$ cat config.mk
export PLATFORM = sky130hd
export DESIGN_NAME = btce_exec
export DESIGN_NICKNAME = d
export VERILOG_FILES = /design/src/verilog/btce_pkg.sv /design/src/verilog/btce_exec.sv
export SDC_FILE = /design/constraint.sdc
export NUM_CORES = 1
export LEC_CHECK = 0
export ABC_AREA = 0
export BUFFER_PORTS_ARGS = -buffer_cell sky130_fd_sc_hd__buf_2
export CORE_AREA = 5 5 170 131
export DETAILED_ROUTE_END_ITERATION = 7
export DIE_AREA = 0 0 175 136
export PLACE_DENSITY = 0.95
export REMOVE_ABC_BUFFERS = 1
export SYNTH_ARGS = -nofsm -noshare
export SYNTH_HDL_FRONTEND = slang
export SYNTH_SLANG_ARGS = --single-unit
$ cat constraint.sdc
create_clock -name mclk_in -period 2.97 [get_ports mclk_in]
set_input_delay 0 -clock mclk_in [delete_from_list [all_inputs] [get_ports mclk_in]]
set_output_delay 0 -clock mclk_in [all_outputs]
set_load 0.02 [all_outputs]
$ cat src/verilog/btce_pkg.sv
// Package for the branch, trap and coprocessor execute block: opcode fields, encodings, ops.
// Assumes a classic 32-bit RISC encoding with the decode stage presenting one instruction.
// Contract
// - likely zero-compare branches test le, gt, lt, ge against zero.
// - likely link branches always write next-after-slot address to link_register; the code drops it when a move-from result is pending that cycle.
// - likely branches cancel the delay slot when not taken.
// - target is sign-extended offset shifted left two plus instruction address.
// - register equal trap fires when both sources match.
// - register not-equal trap fires when sources differ.
// - register ge trap, signed or unsigned compare.
// - register lt trap, signed or unsigned compare.
// - equal-immediate trap fires when source equals immediate.
// - not-equal-immediate trap fires when source differs from immediate.
// - ge-immediate traps, signed and unsigned.
// - lt-immediate traps, signed and unsigned.
// - system call always raises its exception at once.
// - breakpoint always raises its exception at once.
// - coprocessor load/store address is base plus sign-extended offset.
// - coprocessor load fetches memory word and hands it to the coprocessor.
// - data moves transfer a word between general and coprocessor data register.
// - control move-to copies general register into coprocessor control register.
// - control move-from writes coprocessor control register to general register.
package btce_pkg;
  localparam logic [5:0] OP_REGIMM = 6'h01;
  localparam logic [5:0] OP_SPECIAL = 6'h00;
  localparam logic [5:0] OP_BLE_L = 6'h16;
  localparam logic [5:0] OP_BGT_L = 6'h17;
  localparam logic [3:0] OP_COP_HI = 4'h4;
  localparam logic [3:0] OP_LWC_HI = 4'hC;
  localparam logic [3:0] OP_SWC_HI = 4'hE;
  localparam logic [4:0] RI_BLT_L = 5'h02;
  localparam logic [4:0] RI_BGE_L = 5'h03;
  localparam logic [4:0] RI_BLT_LINK_L = 5'h12;
  localparam logic [4:0] RI_BGE_LINK_L = 5'h13;
  localparam logic [4:0] RI_TGEI = 5'h08;
  localparam logic [4:0] RI_TRAP_IF_GE_IMM_UNSIGNED = 5'h09;
  localparam logic [4:0] RI_TRAP_IF_LT_IMM = 5'h0A;
  localparam logic [4:0] RI_TRAP_IF_LT_IMM_UNSIGNED = 5'h0B;
  localparam logic [4:0] RI_TRAP_IF_EQUAL_IMM = 5'h0C;
  localparam logic [4:0] RI_TRAP_IF_NOT_EQUAL_IMM = 5'h0E;
  localparam logic [5:0] FN_SYSTEM_CALL_TRAP = 6'h0C;
  localparam logic [5:0] FN_BREAK = 6'h0D;
  localparam logic [5:0] FN_TGE = 6'h30;
  localparam logic [5:0] FN_TRAP_IF_GE_UNSIGNED = 6'h31;
  localparam logic [5:0] FN_TLT = 6'h32;
  localparam logic [5:0] FN_TRAP_IF_LT_UNSIGNED = 6'h33;
  localparam logic [5:0] FN_TEQ = 6'h34;
  localparam logic [5:0] FN_TNE = 6'h36;
  localparam logic [4:0] CO_MF = 5'h00;
  localparam logic [4:0] CO_CF = 5'h02;
  localparam logic [4:0] CO_MT = 5'h04;
  localparam logic [4:0] CO_CT = 5'h06;
  localparam logic [4:0] LINK_REG = 5'h1F;
  localparam logic [31:0] SLOT_SKIP = 32'h0000_0008;
  // exception causes presented to the handler
  typedef enum logic [1:0] {
    BTCE_EXC_NONE = 2'b00,
    BTCE_EXC_TRAP = 2'b01,
    BTCE_EXC_SYSTEM_CALL_TRAP = 2'b10,
    BTCE_EXC_BREAK = 2'b11
  } btce_exc_e;
  // coprocessor transfer kinds
  typedef enum logic [2:0] {
    BTCE_CP_NONE = 3'b000,
    BTCE_CP_LOAD = 3'b001,
    BTCE_CP_STORE = 3'b010,
    BTCE_CP_MT = 3'b011,
    BTCE_CP_MF = 3'b100,
    BTCE_CP_CT = 3'b101,
    BTCE_CP_CF = 3'b110
  } btce_cp_e;
endpackage : btce_pkg

$ cat src/verilog/btce_exec.sv
// Execute slice for likely branches, traps, system_call_trap/break and coprocessor transfers.
// Assumes the pipeline presents one valid instruction with operands; results register once.
`timescale 1ns/10ps
module btce_exec
  import btce_pkg::*;
(
  // clock and reset
  input wire logic mclk_in,
  input wire logic nrst_in,
  // instruction from issue
  input wire logic valid_in,
  input wire logic [31:0] instr_in,
  input wire logic [31:0] pc_in,
  input wire logic [31:0] first_source_reg_in,
  input wire logic [31:0] second_source_reg_in,
  // answers from coprocessor and memory, same clock
  input wire logic [31:0] cop_rdata_in,
  input wire logic [31:0] mem_rdata_in,
  // branch outcome
  output logic branch_taken_out,
  output logic [31:0] branch_target_out,
  output logic cancel_slot_out,
  // general register write-back
  output logic gpr_we_out,
  output logic [4:0] gpr_addr_out,
  output logic [31:0] gpr_data_out,
  // exception request
  output logic exc_req_out,
  output logic [1:0] exc_cause_out,
  // memory access for coprocessor load/store
  output logic mem_rd_out,
  output logic mem_wr_out,
  output logic [31:0] mem_addr_out,
  output logic [31:0] mem_wdata_out,
  // coprocessor side
  output logic [1:0] cop_unit_out,
  output logic [4:0] cop_reg_out,
  output logic cop_wr_out,
  output logic cop_ctrl_out,
  output logic cop_rd_out,
  output logic [31:0] cop_wdata_out
);

  // sign-extend a 16-bit field, shared by targets, traps and addresses
  function automatic logic [31:0] btce_sext(input logic [15:0] v);
    btce_sext = {{16{v[15]}}, v};
  endfunction : btce_sext

  logic [5:0] opc;
  logic [4:0] rt_f;
  logic [4:0] rd_f;
  logic [5:0] fn;
  logic [31:0] imm_x;
  logic [31:0] a;
  logic [31:0] b;
  logic [31:0] next_target;
  logic [31:0] ea;
  logic is_br;
  logic is_link;
  logic cond;
  logic trap_hit;
  btce_exc_e next_exc;
  btce_cp_e cp_kind;
  logic ld_pend;
  logic [4:0] ld_reg;
  logic [1:0] ld_unit;
  logic mf_pend;
  logic [4:0] mf_reg;

  // field split and shared arithmetic
  assign opc = instr_in[31:26];
  assign rt_f = instr_in[20:16];
  assign rd_f = instr_in[15:11];
  assign fn = instr_in[5:0];
  assign a = first_source_reg_in;
  assign b = second_source_reg_in;
  assign imm_x = btce_sext(instr_in[15:0]);
  assign next_target = pc_in + {imm_x[29:0], 2'b00};
  assign ea = a + imm_x;

  // decode: branch condition, trap condition, exception cause, coprocessor kind
  always_comb
  begin
    is_br = 1'b0;
    is_link = 1'b0;
    cond = 1'b0;
    trap_hit = 1'b0;
    next_exc = BTCE_EXC_NONE;
    cp_kind = BTCE_CP_NONE;
    if (opc == OP_BLE_L)
    begin
      is_br = 1'b1;
      cond = $signed(a) <= 0;
    end
    else if (opc == OP_BGT_L)
    begin
      is_br = 1'b1;
      cond = $signed(a) > 0;
    end
    else if (opc == OP_REGIMM)
    begin
      case (rt_f)
        RI_BLT_L: begin is_br = 1'b1; cond = a[31]; end
        RI_BGE_L: begin is_br = 1'b1; cond = !a[31]; end
        RI_BLT_LINK_L: begin is_br = 1'b1; is_link = 1'b1; cond = a[31]; end
        RI_BGE_LINK_L: begin is_br = 1'b1; is_link = 1'b1; cond = !a[31]; end
        RI_TRAP_IF_EQUAL_IMM: trap_hit = a == imm_x;
        RI_TRAP_IF_NOT_EQUAL_IMM: trap_hit = a != imm_x;
        RI_TGEI: trap_hit = $signed(a) >= $signed(imm_x);
        RI_TRAP_IF_GE_IMM_UNSIGNED: trap_hit = a >= imm_x;
        RI_TRAP_IF_LT_IMM: trap_hit = $signed(a) < $signed(imm_x);
        RI_TRAP_IF_LT_IMM_UNSIGNED: trap_hit = a < imm_x;
        default: trap_hit = 1'b0;
      endcase
    end
    else if (opc == OP_SPECIAL)
    begin
      case (fn)
        FN_TEQ: trap_hit = a == b;
        FN_TNE: trap_hit = a != b;
        FN_TGE: trap_hit = $signed(a) >= $signed(b);
        FN_TRAP_IF_GE_UNSIGNED: trap_hit = a >= b;
        FN_TLT: trap_hit = $signed(a) < $signed(b);
        FN_TRAP_IF_LT_UNSIGNED: trap_hit = a < b;
        FN_SYSTEM_CALL_TRAP: next_exc = BTCE_EXC_SYSTEM_CALL_TRAP;
        FN_BREAK: next_exc = BTCE_EXC_BREAK;
        default: next_exc = BTCE_EXC_NONE;
      endcase
    end
    else if (opc[5:2] == OP_LWC_HI)
    begin
      cp_kind = BTCE_CP_LOAD;
    end
    else if (opc[5:2] == OP_SWC_HI)
    begin
      cp_kind = BTCE_CP_STORE;
    end
    else if (opc[5:2] == OP_COP_HI)
    begin
      case (instr_in[25:21])
        CO_MF: cp_kind = BTCE_CP_MF;
        CO_MT: cp_kind = BTCE_CP_MT;
        CO_CF: cp_kind = BTCE_CP_CF;
        CO_CT: cp_kind = BTCE_CP_CT;
        default: cp_kind = BTCE_CP_NONE;
      endcase
    end
    if (trap_hit)
    begin
      next_exc = BTCE_EXC_TRAP;
    end
  end

  // branch outcome and exception request, registered
  always_ff @(posedge mclk_in or negedge nrst_in)
  begin
    if (!nrst_in)
    begin
      branch_taken_out <= 1'b0;
      branch_target_out <= 32'h0000_0000;
      cancel_slot_out <= 1'b0;
      exc_req_out <= 1'b0;
      exc_cause_out <= 2'h0;
    end
    else
    begin
      branch_taken_out <= valid_in && is_br && cond;
      branch_target_out <= next_target;
      cancel_slot_out <= valid_in && is_br && !cond;
      exc_req_out <= valid_in && (next_exc != BTCE_EXC_NONE);
      exc_cause_out <= valid_in ? next_exc : BTCE_EXC_NONE;
    end
  end

  // pending answers: load data and move-from results arrive one cycle after issue, in the same cycle as the registered request
  always_ff @(posedge mclk_in or negedge nrst_in)
  begin
    if (!nrst_in)
    begin
      ld_pend <= 1'b0;
      ld_reg <= 5'h00;
      ld_unit <= 2'h0;
      mf_pend <= 1'b0;
      mf_reg <= 5'h00;
    end
    else
    begin
      ld_pend <= valid_in && cp_kind == BTCE_CP_LOAD;
      ld_reg <= rt_f;
      ld_unit <= opc[1:0];
      mf_pend <= valid_in && (cp_kind == BTCE_CP_MF || cp_kind == BTCE_CP_CF);
      mf_reg <= rt_f;
    end
  end

  // memory request and coprocessor write/read, registered
  always_ff @(posedge mclk_in or negedge nrst_in)
  begin
    if (!nrst_in)
    begin
      mem_rd_out <= 1'b0;
      mem_wr_out <= 1'b0;
      mem_addr_out <= 32'h0000_0000;
      mem_wdata_out <= 32'h0000_0000;
      cop_unit_out <= 2'h0;
      cop_reg_out <= 5'h00;
      cop_wr_out <= 1'b0;
      cop_ctrl_out <= 1'b0;
      cop_rd_out <= 1'b0;
      cop_wdata_out <= 32'h0000_0000;
    end
    else
    begin
      mem_rd_out <= valid_in && cp_kind == BTCE_CP_LOAD;
      mem_wr_out <= valid_in && cp_kind == BTCE_CP_STORE;
      mem_addr_out <= ea;
      mem_wdata_out <= cop_rdata_in;
      if (ld_pend)
      begin
        // load data from memory goes straight to the coprocessor register
        cop_unit_out <= ld_unit;
        cop_reg_out <= ld_reg;
        cop_wr_out <= 1'b1;
        cop_ctrl_out <= 1'b0;
        cop_rd_out <= 1'b0;
        cop_wdata_out <= mem_rdata_in;
      end
      else
      begin
        cop_unit_out <= opc[1:0];
        cop_reg_out <= (cp_kind == BTCE_CP_STORE) ? rt_f : rd_f;
        cop_wr_out <= valid_in && (cp_kind == BTCE_CP_MT || cp_kind == BTCE_CP_CT);
        cop_ctrl_out <= cp_kind == BTCE_CP_CT || cp_kind == BTCE_CP_CF;
        cop_rd_out <= valid_in && (cp_kind == BTCE_CP_MF || cp_kind == BTCE_CP_CF
          || cp_kind == BTCE_CP_STORE);
        cop_wdata_out <= b;
      end
    end
  end

  // general register write-back: link address or coprocessor move-from result
  always_ff @(posedge mclk_in or negedge nrst_in)
  begin
    if (!nrst_in)
    begin
      gpr_we_out <= 1'b0;
      gpr_addr_out <= 5'h00;
      gpr_data_out <= 32'h0000_0000;
    end
    else if (mf_pend)
    begin
      gpr_we_out <= 1'b1;
      gpr_addr_out <= mf_reg;
      gpr_data_out <= cop_rdata_in;
    end
    else
    begin
      // link written whether or not the branch is taken
      gpr_we_out <= valid_in && is_link;
      gpr_addr_out <= LINK_REG;
      gpr_data_out <= pc_in + SLOT_SKIP;
    end
  end

  // link write never waits on the branch condition
  link_always_a: assert property (@(posedge mclk_in) disable iff (!nrst_in)
    valid_in && is_link && !mf_pend |=> gpr_we_out && gpr_addr_out == LINK_REG
    && gpr_data_out == $past(pc_in) + SLOT_SKIP)
    else $error("link register not written");
  // taken and cancelled exclude each other and follow condition
  slot_cancel_a: assert property (@(posedge mclk_in) disable iff (!nrst_in)
    valid_in && is_br |=> (branch_taken_out != cancel_slot_out)
    && branch_taken_out == $past(cond))
    else $error("delay slot handling wrong");
  target_calc_a: assert property (@(posedge mclk_in) disable iff (!nrst_in)
    branch_taken_out |-> branch_target_out ==
    $past(pc_in) + {{14{$past(instr_in[15])}}, $past(instr_in[15:0]), 2'b00})
    else $error("branch target wrong");
  teq_reg_a: assert property (@(posedge mclk_in) disable iff (!nrst_in)
    valid_in && opc == OP_SPECIAL && fn == FN_TEQ |=> exc_req_out == $past(a == b))
    else $error("equal trap wrong");
  tne_reg_a: assert property (@(posedge mclk_in) disable iff (!nrst_in)
    valid_in && opc == OP_SPECIAL && fn == FN_TNE |=> exc_req_out == $past(a != b))
    else $error("not-equal trap wrong");
  trap_if_ge_unsigned_reg_a: assert property (@(posedge mclk_in) disable iff (!nrst_in)
    valid_in && opc == OP_SPECIAL && fn == FN_TRAP_IF_GE_UNSIGNED |=> exc_req_out == $past(a >= b))
    else $error("unsigned ge trap wrong");
  tlt_reg_a: assert property (@(posedge mclk_in) disable iff (!nrst_in)
    valid_in && opc == OP_SPECIAL && fn == FN_TLT
    |=> exc_req_out == $past($signed(a) < $signed(b)))
    else $error("signed lt trap wrong");
  trap_if_lt_imm_unsigned_imm_a: assert property (@(posedge mclk_in) disable iff (!nrst_in)
    valid_in && opc == OP_REGIMM && rt_f == RI_TRAP_IF_LT_IMM_UNSIGNED
    |=> exc_req_out == $past(a < {{16{instr_in[15]}}, instr_in[15:0]}))
    else $error("unsigned lt imm trap wrong");
  system_call_trap_now_a: assert property (@(posedge mclk_in) disable iff (!nrst_in)
    valid_in && opc == OP_SPECIAL && fn == FN_SYSTEM_CALL_TRAP
    |=> exc_req_out && exc_cause_out == BTCE_EXC_SYSTEM_CALL_TRAP)
    else $error("system_call_trap not raised");
  load_deliver_a: assert property (@(posedge mclk_in) disable iff (!nrst_in)
    valid_in && cp_kind == BTCE_CP_LOAD |=> mem_rd_out ##1 cop_wr_out
    && cop_wdata_out == $past(mem_rdata_in))
    else $error("coprocessor load not delivered");
endmodule : btce_exec

==> run_results.csv, run 1 <==
group,metric,value,unit
grt,grt_pass1_wl,64600,um
detailed_routing,firstDrtPassIters,6,
setup_path,path_max_fanout,5,
logic_synthesis,ys_seq_area_share,43.3,%
grt,grt_usage,34.5,%
sta,period_needed,2.80,ns
pwr,power_density,485,nW/um2
floorplanning,die_w,175,um
run_status,status,"finished clean",
detailed_routing,ant_nets,0,
placement,numPortBuffers,377,
floorplanning,io_pins,378,
logic_synthesis,yosysTopAreaCell,"dfrtp_1",
sta,finalSetupViolCount,0,
detailed_routing,vias,11500,
setup_path,worstPathRequired,3.33,ns
detailed_routing,drt-total-wl,42200,um
logic_synthesis,avgSynthCellArea,9.74,um2
placement,placed_cell_area,13300,um2
clock_network,path_clk_slew,0.08,ns
placement,dp_cells,1772,
min_path,hold_class,"in -> reg",
detailed_routing,drt_iter0_markers,1066,
floorplanning,rows,46,
sta,final_hold_viol_count,0,
clock_network,cts_max_path_buffers,2,
sta,min_period_over_period,94.2,%
layout,final_common_cell,"buf_2",
grt,grt_max_degree,93,
logic_synthesis,netlist_instances,1134,
setup_path,worstSetupPathType,"in -> reg",
clock_network,cts_tree,"yes",
detailed_routing,vias_per_cell,5.89,
layout,area_growth,40.6,%
grt,antenna_found_initial,2,
logic_synthesis,yosysTopAreaCellShare,43.3,%
pwr,irDropWorstVdd,0.000328,V
logic_synthesis,synth_edf_count,0,
logic_synthesis,syn_area,11000,um2
clock_network,clock-sinks,191,
layout,final_cell_mix,"buf_2 (376), dfrtp_1 (189), dlygate4sd3_1 (153)",
logic_synthesis,synth_seq_cells,191,
placement,place_congestion,0.979,
clock_network,cts_buffers,17,
layout,final_cells,1959,
sta,maxSlewViolCount,0,
layout,finalInstanceArea,15500,um2
detailed_routing,routedWlPerCell,21.5,um
grt,grt_pass1_vias,12100,
logic_synthesis,ys.warnings.count,0,
pwr,leakagePower,7.60,nW
logic_synthesis,ys_top_cells_by_area,"dfrtp_1 (43%), ha_1 (14%), o21ai_0 (4.1%)",
sta,worstMarginPinSlew,1.03,ns
setup_path,critical_path.startpoint_type,"input port",
layout,nNetsFinal,2002,
placement,hpwl,28200,um
layout,drive_above_1_share,27.6,%
floorplanning,start_util,53.6,%
floorplanning,core_region_area,20600,um2
setup_path,arrival,3.16,ns
setup_path,end_kind,"flip-flop",
detailed_routing,drc,0,
sta,slew_headroom,31.1,%
logic_synthesis,synth.distinct_cells,71,
floorplanning,die_area,23800,um2
sta,fmaxAchievable,358,MHz
clock_network,h-tree-depth,4,
logic_synthesis,dominantRegCellSynth,"dfrtp_1",
pwr,p_total,7.53,mW
job,maxCapViolations,0,
logic_synthesis,async_flop_share,100,%
floorplanning,die_h,136,um
sta,skew,0.0114,ns
sta,grt_setup_unrepaired,"false",
clock_network,clock_latency,0.43,ns
clock_network,cts_root_buf,"clkbuf_16",
sta,fin_setup_tns,0,ns
grt,gr-total-overflow,0,
## timing repair
action,in CTS,in global routing
setup buffers,0,0
setup endpoints to repair,0,7
gates resized for setup,0,10
hold buffers,153,0
hold endpoints to repair,218,0
## area by class of cell
cell class	instances	area (um2)
multi-input combinational	839	5910
clock buffer	17	425
fill	1334	5070
tap	264	330
antenna	2	5.00
clock inverter	15	188
timing repair buffer	551	3600
inverter	80	300
sequential	191	4780
## through the flow
| step | utilization [%] | hold WS [ns] | worst slack, ns |
|---|---|---|---|
| after detailed placement | 64.8 | 0.110 | -0.0772 |
| after CTS | 75.2 | 0.00440 | 0.0885 |
| after global routing | 75.4 | 0.0219 | 0.0386 |
| after global placement | 64.8 | 0.111 | -0.0249 |
| after floorplan | - | -0.296 | 0.348 |
| final | 75.4 | 0.0329 | 0.173 |
## routing by layer
layer / part of all wire [%] / global-route usage, %
met5: 0 / 0
met1: 37 / 40.1
met4: 5.2 / 15.7
met3: 9.2 / 8.26
met2: 49 / 61.1
## critical path: stages
cell and delay, ns:
dlygate4sd3_1 0.57, buf_2 0.16, ha_1 0.34, a21o_1 0.21, a221o_1 0.34, a21oi_1 0.25
o21ai_0 0.18, o21bai_1 0.19, a31oi_1 0.32, o2111ai_1 0.21, a21oi_1 0.23, xnor2_1 0.14
## logic make-up after synthesis
kind of cell | after synthesis | share of synthesized area [%]
flip-flops | 191 | 43.3
AO/OA/AOI/OAI | 271 | 15.4
buffers and inverters | 104 | 3.61
AND/OR/NAND/NOR | 349 | 15.7
XOR/XNOR | 81 | 6.42
adder cells (fa/ha/maj) | 127 | 14.5
multiplexers | 11 | 1.08
## cells in the mapped netlist (4+ instances only)
master / instances
a211oi_1: 8
a21o_1: 21
a21oi_1: 71
a31oi_1: 4
and2_1: 4
and3_1: 13
and4_1: 6
clkbuf_1: 22
dfrtp_1: 191
ha_1: 125
inv_1: 80
mux2_2: 7
mux2i_1: 4
nand2_1: 112
nand2b_1: 20
nand3_1: 22
nand3b_1: 4
nand4_1: 18
nor2_1: 72
nor2b_1: 13
nor3_1: 20
nor4_1: 13
nor4b_1: 4
o211ai_1: 5
o21a_1: 5
o21ai_0: 90
o21bai_1: 16
o31ai_1: 4
o41ai_1: 5
or2_2: 7
or3_1: 6
xnor2_1: 44
xor2_1: 37
## power breakdown
group / switching [mW] / internal, mW
logic: 1.35 / 0.846
registers: 0.0994 / 2.86
clock network: 1.22 / 1.15
total: 2.67 / 4.86
## worst paths after layout
| path | startpoint | to | cells past startpoint | slack [ns] |
|---|---|---|---|---|
| setup / recovery | pc_in[20] | branch_target_out[30] | 12 | 0.17 |
| min in group asynchronous | nrst_in | cop_wdata_out[1] | 2 | 0.15 |
| setup reg to reg | mem_rd_out | cop_wdata_out[3] | 3 | 0.80 |
| hold reg to reg | mf_reg[3] | gpr_addr_out[3] | 1 | 0.46 |
| max in group asynchronous | nrst_in | branch_target_out[19] | 3 | 1.95 |
| hold / removal | first_source_reg_in[1] | mem_addr_out[1] | 4 | 0.03 |
No activity file was read; power rests on OpenSTA's default activity.
==> inputs of run 2 (changes only) <==
--- a/config.mk
+++ b/config.mk
@@ -6,8 +6,10 @@
 export NUM_CORES = 1
 export LEC_CHECK = 0
 export ABC_AREA = 0
+export ABC_CLOCK_PERIOD_IN_PS = 2970
 export BUFFER_PORTS_ARGS = -buffer_cell sky130_fd_sc_hd__buf_2
 export CORE_AREA = 5 5 170 131
+export CTS_BUF_LIST = sky130_fd_sc_hd__clkbuf_4 sky130_fd_sc_hd__clkbuf_8
 export DETAILED_ROUTE_END_ITERATION = 7
 export DIE_AREA = 0 0 175 136
 export PLACE_DENSITY = 0.95
==> run 2 against run 1 <==
Register-to-register slack got worse by 0.03 ns. Power fell by 6.8%. Core utilization barely moved. Die area did not move. Clock-buffer cell count did not move. Sequential share of layout area barely moved. Clock skew rose by 0.014 ns. Critical path depth rose by 2. Final area barely moved. Non-clock buffer count rose by 17. Sequential power barely moved. Critical path type unchanged. Critical endpoint unchanged.
==> run_results.csv, run 2 (same netlist as run 1, synthesis figures left out) <==
group,metric,value,unit
detailed_routing,routedWlPerCell,21.8,um
layout,area_growth,40.5,%
pwr,p_comb_share,31.7,%
sta,slew_headroom,29.1,%
setup_path,path_max_fanout,8,
floorplanning,io_pins,378,
setup_path,end_kind,"flip-flop",
grt,grt_max_degree,93,
sta,grt_setup_unrepaired,"false",
pwr,power_density,452,nW/um2
job,maxCapViolations,0,
grt,grt_usage,35.2,%
setup_path,crit_end,"branch_target_out[30]",
layout,fin_util,75.3,%
layout,final_common_cell,"buf_2",
grt,gr-total-overflow,0,
floorplanning,core_region_area,20600,um2
layout,nNetsFinal,2019,
detailed_routing,drt_iter0_markers,1198,
floorplanning,die_h,136,um
clock_network,cts_buffers,17,
sta,final_hold_viol_count,0,
setup_path,reg2reg_depth,2,
pwr,seq_power_share,42.2,%
floorplanning,die_w,175,um
detailed_routing,wl_met1,15300,um
grt,antenna_found_initial,2,
setup_path,cp-startpoint,"instr_in[0]",
setup_path,critical_path.startpoint_type,"input port",
detailed_routing,firstDrtPassIters,5,
pwr,switching_power,2.64,mW
pwr,clkPwrFrac,26.1,%
detailed_routing,drt-total-wl,43100,um
layout,final_cell_mix,"buf_2 (376), dfrtp_1 (189), dlygate4sd3_1 (170)",
setup_path,worstPathRequired,3.36,ns
detailed_routing,ant_nets,0,
min_path,hold_class,"in -> reg",
sta,period_needed,2.90,ns
detailed_routing,drc,0,
placement,numPortBuffers,377,
layout,finalInstanceArea,15500,um2
layout,drive_above_1_share,27.4,%
clock_network,cts_tree,"yes",
sta,finalSetupViolCount,0,
detailed_routing,dr_wl_met3,4560,um
clock_network,clock_latency,0.51,ns
pwr,p_total,7.01,mW
setup_path,rr_startpoint,"mem_rd_out",
detailed_routing,vias_per_cell,5.93,
setup_path,r2r-end,"cop_wdata_out[0]",
floorplanning,die_area,23800,um2
clock_network,path_clk_slew,0.12,ns
sta,min_period_over_period,97.7,%
sta,skew,0.0255,ns
pwr,power.share.switching,37.6,%
clock_network,h-tree-depth,4,
grt,grt_pass1_wl,65500,um
detailed_routing,vias,11700,
layout,multi_input_area,5910,um2
sta,worstMarginPinSlew,1.06,ns
detailed_routing,top_layer_used,"met4",
setup_path,worstSetupPathType,"in -> reg",
floorplanning,rows,46,
pwr,leakagePower,7.58,nW
placement,placed_cell_area,13300,um2
placement,hpwl,28200,um
layout,fillers,1305,
setup_path,r2r_slack,0.77,ns
pwr,irDropWorstVdd,0.000277,V
clock_network,clock-sinks,191,
run_status,status,"finished clean",
layout,seqCellArea,4780,um2
grt,grt_pass1_vias,12300,
layout,final_cells,1979,
clock_network,cts_max_path_buffers,2,
placement,place_congestion,0.979,
detailed_routing,wl_met2,20700,um
sta,maxSlewViolCount,0,
clock_network,cts_root_buf,"clkbuf_8",
placement,dp_cells,1772,
setup_path,arrival,3.29,ns
pwr,intPower,4.38,mW
sta,fin_setup_tns,0,ns
min_path,hold_depth,3,
floorplanning,start_util,53.6,%
sta,fmaxAchievable,345,MHz
==> run 2: changes by cell type in the layout (fill, tap and decap cells not counted), sizes merged <==
cell         delta
dlygate4sd3    +17
diode           +3
==> run 2: worst min path at each step <==
| stage | to | start | slack [ns] |
|---|---|---|---|
| after detailed placement | cop_wdata_out[1] | nrst_in | 0.11 |
| after floorplan | branch_taken_out | nrst_in | -0.30 |
| after global placement | mem_addr_out[20] | nrst_in | 0.11 |
| after CTS | branch_target_out[9] | instr_in[7] | 0.002 |
| after global routing | cop_reg_out[0] | instr_in[11] | 0.04 |
| final | mem_addr_out[9] | first_source_reg_in[9] | 0.04 |
==> run 2: per-stage QoR <==
| stage | hold WS (ns) | setup WS, ns |
|---|---|---|
| after global routing | 0.0442 | 0.00115 |
| after CTS | 0.00178 | 0.0365 |
| final | 0.0422 | 0.0678 |
| after detailed placement | 0.110 | -0.0772 |
| after floorplan | -0.296 | 0.348 |
| after global placement | 0.111 | -0.0249 |
==> run 2: worst max-delay path: stages <==
cell and delay [ns]:
dlygate4sd3_1 0.52, buf_2 0.20, ha_1 0.26, inv_1 0.09
fa_1 0.42, nor2b_1 0.15, o21ai_0 0.14, a21oi_2 0.26
o31ai_2 0.12, a21oi_1 0.36, a31oi_2 0.21, o2111ai_1 0.28
a21oi_1 0.13, xnor2_1 0.14
==> run 2: area by class of cell <==
type / instances / area share [%]
sequential: 191 / 30.8
multi-input combinational: 839 / 38.1
antenna: 5 / 0.0806
clock inverter: 15 / 1.21
timing repair buffer: 568 / 24.3
tap: 264 / 2.13
clock buffer: 17 / 1.51
inverter: 80 / 1.93
==> run 2: what timing repair did <==
action,4_1_cts,5_1_grt
hold buffers,170,0
buffers inserted,0,0
setup endpoints to repair,0,9
endpoints found under the hold margin,238,0
resized for setup,0,9
==> run 2: layer usage <==
layer  GRT usage, %  vias to the layer above
met5              0                        -
met4           17.0                        0
met3           9.70                      249
met2           61.9                      884
met1           40.1                     5495
li1               -                     5104
==> run 2: power by group through the flow <==
stage / Clock, mW / Combinational, mW / Sequential [mW]
after detailed placement: 0 / 1.93 / 3.00
after global placement: 0 / 1.89 / 2.99
after CTS: 1.82 / 2.12 / 2.94
final: 1.83 / 2.22 / 2.96
after global routing: 1.94 / 2.37 / 2.98
after floorplan: 0 / 0.750 / 3.34
==> inputs of run 3 (changes only) <==
--- a/config.mk
+++ b/config.mk
@@ -8,10 +8,12 @@
 export ABC_AREA = 0
 export ABC_CLOCK_PERIOD_IN_PS = 2970
 export BUFFER_PORTS_ARGS = -buffer_cell sky130_fd_sc_hd__buf_2
-export CORE_AREA = 5 5 170 131
+export CELL_PAD_IN_SITES_DETAIL_PLACEMENT = 0
+export CELL_PAD_IN_SITES_GLOBAL_PLACEMENT = 1
+export CORE_AREA = 5 5 194 149
 export CTS_BUF_LIST = sky130_fd_sc_hd__clkbuf_4 sky130_fd_sc_hd__clkbuf_8
 export DETAILED_ROUTE_END_ITERATION = 7
-export DIE_AREA = 0 0 175 136
+export DIE_AREA = 0 0 199 154
 export PLACE_DENSITY = 0.95
 export REMOVE_ABC_BUFFERS = 1
 export SYNTH_ARGS = -nofsm -noshare
==> run 3 against run 2 <==
Critical path depth shrank 1. Clock power grew 2%. Worst hold slack gained 0.0024 ns. Flip-flop and latch count is the same. Clock-buffer cell count grew 1. Final area grew 2.3%. Cell count grew 5.7%. Via count shrank 7.1%. Setup slack gained 0.051 ns. Die area grew 29%. Combinational power shrank 2%. Sequential share of layout area shrank 0.70 points. Critical path type unchanged. Critical endpoint is now exc_req_out.
==> run_results.csv, run 3 (same netlist as run 1, synthesis figures left out) <==
group,metric,value,unit
run_status,status,"finished clean",
sta,min_period_over_period,96.0,%
floorplanning,core_region_area,26700,um2
grt,gr-total-overflow,0,
floorplanning,rows,52,
clock_network,h-tree-depth,4,
clock_network,clock-sinks,191,
pwr,power_density,441,nW/um2
setup_path,path_depth,13,
pwr,irDropWorstVdd,0.000355,V
setup_path,crit_family,"compound AO/OA/AOI/OAI gates",
setup_path,critPathSlowestCell,"dlygate4sd3_1",
sta,fin_setup_tns,0,ns
setup_path,path_max_fanout,4,
clock_network,cts_max_path_buffers,2,
sta,worstMarginPinSlew,0.860,ns
detailed_routing,drc,0,
sta,final_hold_viol_count,0,
setup_path,rr_startpoint,"mem_rd_out",
clock_network,cts_buffers,17,
setup_path,end_kind,"flip-flop",
placement,placed_cell_area,13600,um2
detailed_routing,ant_nets,0,
detailed_routing,firstDrtPassIters,5,
sta,skew,0.0159,ns
sta,fmaxAchievable,351,MHz
clock_network,clock_latency,0.50,ns
clock_network,cts_root_buf,"clkbuf_8",
setup_path,r2r-end,"cop_wdata_out[29]",
pwr,p_total,7.00,mW
floorplanning,die_w,199,um
layout,drive_above_1_share,28.0,%
floorplanning,die_area,30600,um2
clock_network,path_clk_slew,0.13,ns
pwr,leakagePower,7.74,nW
setup_path,crit_end,"exc_req_out",
clock_network,cts_tree,"yes",
detailed_routing,drt-total-wl,39300,um
grt,grt_pass1_vias,11300,
detailed_routing,drt_iter0_markers,637,
job,maxCapViolations,0,
placement,hpwl,29500,um
floorplanning,io_pins,378,
layout,nNetsFinal,2049,
grt,grt_max_degree,102,
sta,maxSlewViolCount,0,
setup_path,path_buf_inv,3,
detailed_routing,routedWlPerCell,18.8,um
placement,place_congestion,0.927,
setup_path,critical_path.startpoint_type,"input port",
floorplanning,die_h,154,um
layout,final_common_cell,"buf_2",
setup_path,arrival,3.24,ns
setup_path,worstPathRequired,3.36,ns
setup_path,cp-startpoint,"instr_in[1]",
detailed_routing,vias_per_cell,5.21,
layout,final_cell_mix,"buf_2 (376), dfrtp_1 (189), dlygate4sd3_1 (180)",
setup_path,path_cells,"dlygate4sd3_1 > buf_2 > inv_2 > ha_1 > nor2b_1 > o211ai_1 > a21oi_1 > o311a_1 > o31a_1 > or4_1 > a41oi_2 > nand4_1 > or2_1",
placement,numPortBuffers,377,
setup_path,r2r_slack,0.81,ns
sta,slew_headroom,42.7,%
setup_path,worstSetupPathType,"in -> reg",
grt,antenna_found_initial,1,
detailed_routing,vias,10900,
layout,area_growth,43.8,%
grt,grt_usage,25.0,%
setup_path,reg2reg_depth,4,
sta,finalSetupViolCount,0,
floorplanning,start_util,41.4,%
setup_path,slowest_delay,0.52,ns
layout,finalInstanceArea,15900,um2
grt,grt_pass1_wl,60100,um
min_path,hold_class,"in -> reg",
sta,period_needed,2.85,ns
[run 3: how the worst min path moves through the flow]
stage | endpoint | from | depth (start not counted) | slack [ns]
finish | mem_addr_out[10] | first_source_reg_in[10] | 3 | 0.04
global route | mem_addr_out[7] | first_source_reg_in[7] | 3 | 0.05
CTS | mem_addr_out[17] | first_source_reg_in[17] | 3 | 0.003
detailed placement | mem_wdata_out[21] | cop_rdata_in[21] | 1 | 0.12
global placement | mem_wdata_out[2] | cop_rdata_in[2] | 1 | 0.12
floorplan | branch_taken_out | nrst_in | 0 | -0.30
[run 3: report_power, final]
part / internal, mW / switching, mW / total [mW] / leakage, nW
clock network: 0.739 / 1.13 / 1.87 / 0.216
registers: 2.86 / 0.0934 / 2.95 / 2.24
logic: 0.884 / 1.29 / 2.18 / 5.29
total: 4.48 / 2.52 / 7.00 / 7.74
[run 3: what timing repair did]
action	CTS	global route
hold buffers	180	0
hold endpoints to repair	252	0
gates resized for setup	0	8
setup buffers	0	1
endpoints found under the setup margin	0	8
[run 3: stage by stage]
step	instances	util [%]	hold WS [ns]	setup slack, ns
2_1_floorplan	1110	-	-0.296	0.348
3_3_place_gp	1878	51.0	0.122	-0.00726
3_5_place_dp	1878	51.0	0.123	-0.119
4_1_cts	2090	59.4	0.00330	0.0429
5_1_grt	2092	59.5	0.0523	-0.00186
6_report	2092	59.5	0.0446	0.119
[run 3: final cells by class]
cell class,instances,area (um2)
Tap cell,351,439
Fill cell,2202,10800
Inverter,80,300
Timing Repair Buffer,598,4030
Sequential cell,191,4780
Antenna cell,1,2.50
Multi-Input combinational cell,839,5900
Clock inverter,14,186
Clock buffer,18,241
[run 3: metal layers]
layer / share of wire, % / vias to the layer above / track usage (%)
met5: 0 / - / 0
met1: 41 / 5224 / 30.8
met4: 2.3 / 0 / 7.29
li1: - / 5180 / -
met3: 7.7 / 62 / 6.02
met2: 49 / 435 / 43.5
[run 3: worst register-to-register path, cell delays in order (launching register included)]
cell and delay, ns:
dfrtp_2 0.84, buf_4 0.45, nand2_1 0.12, o21ai_0 0.11, dlygate4sd3_1 0.58
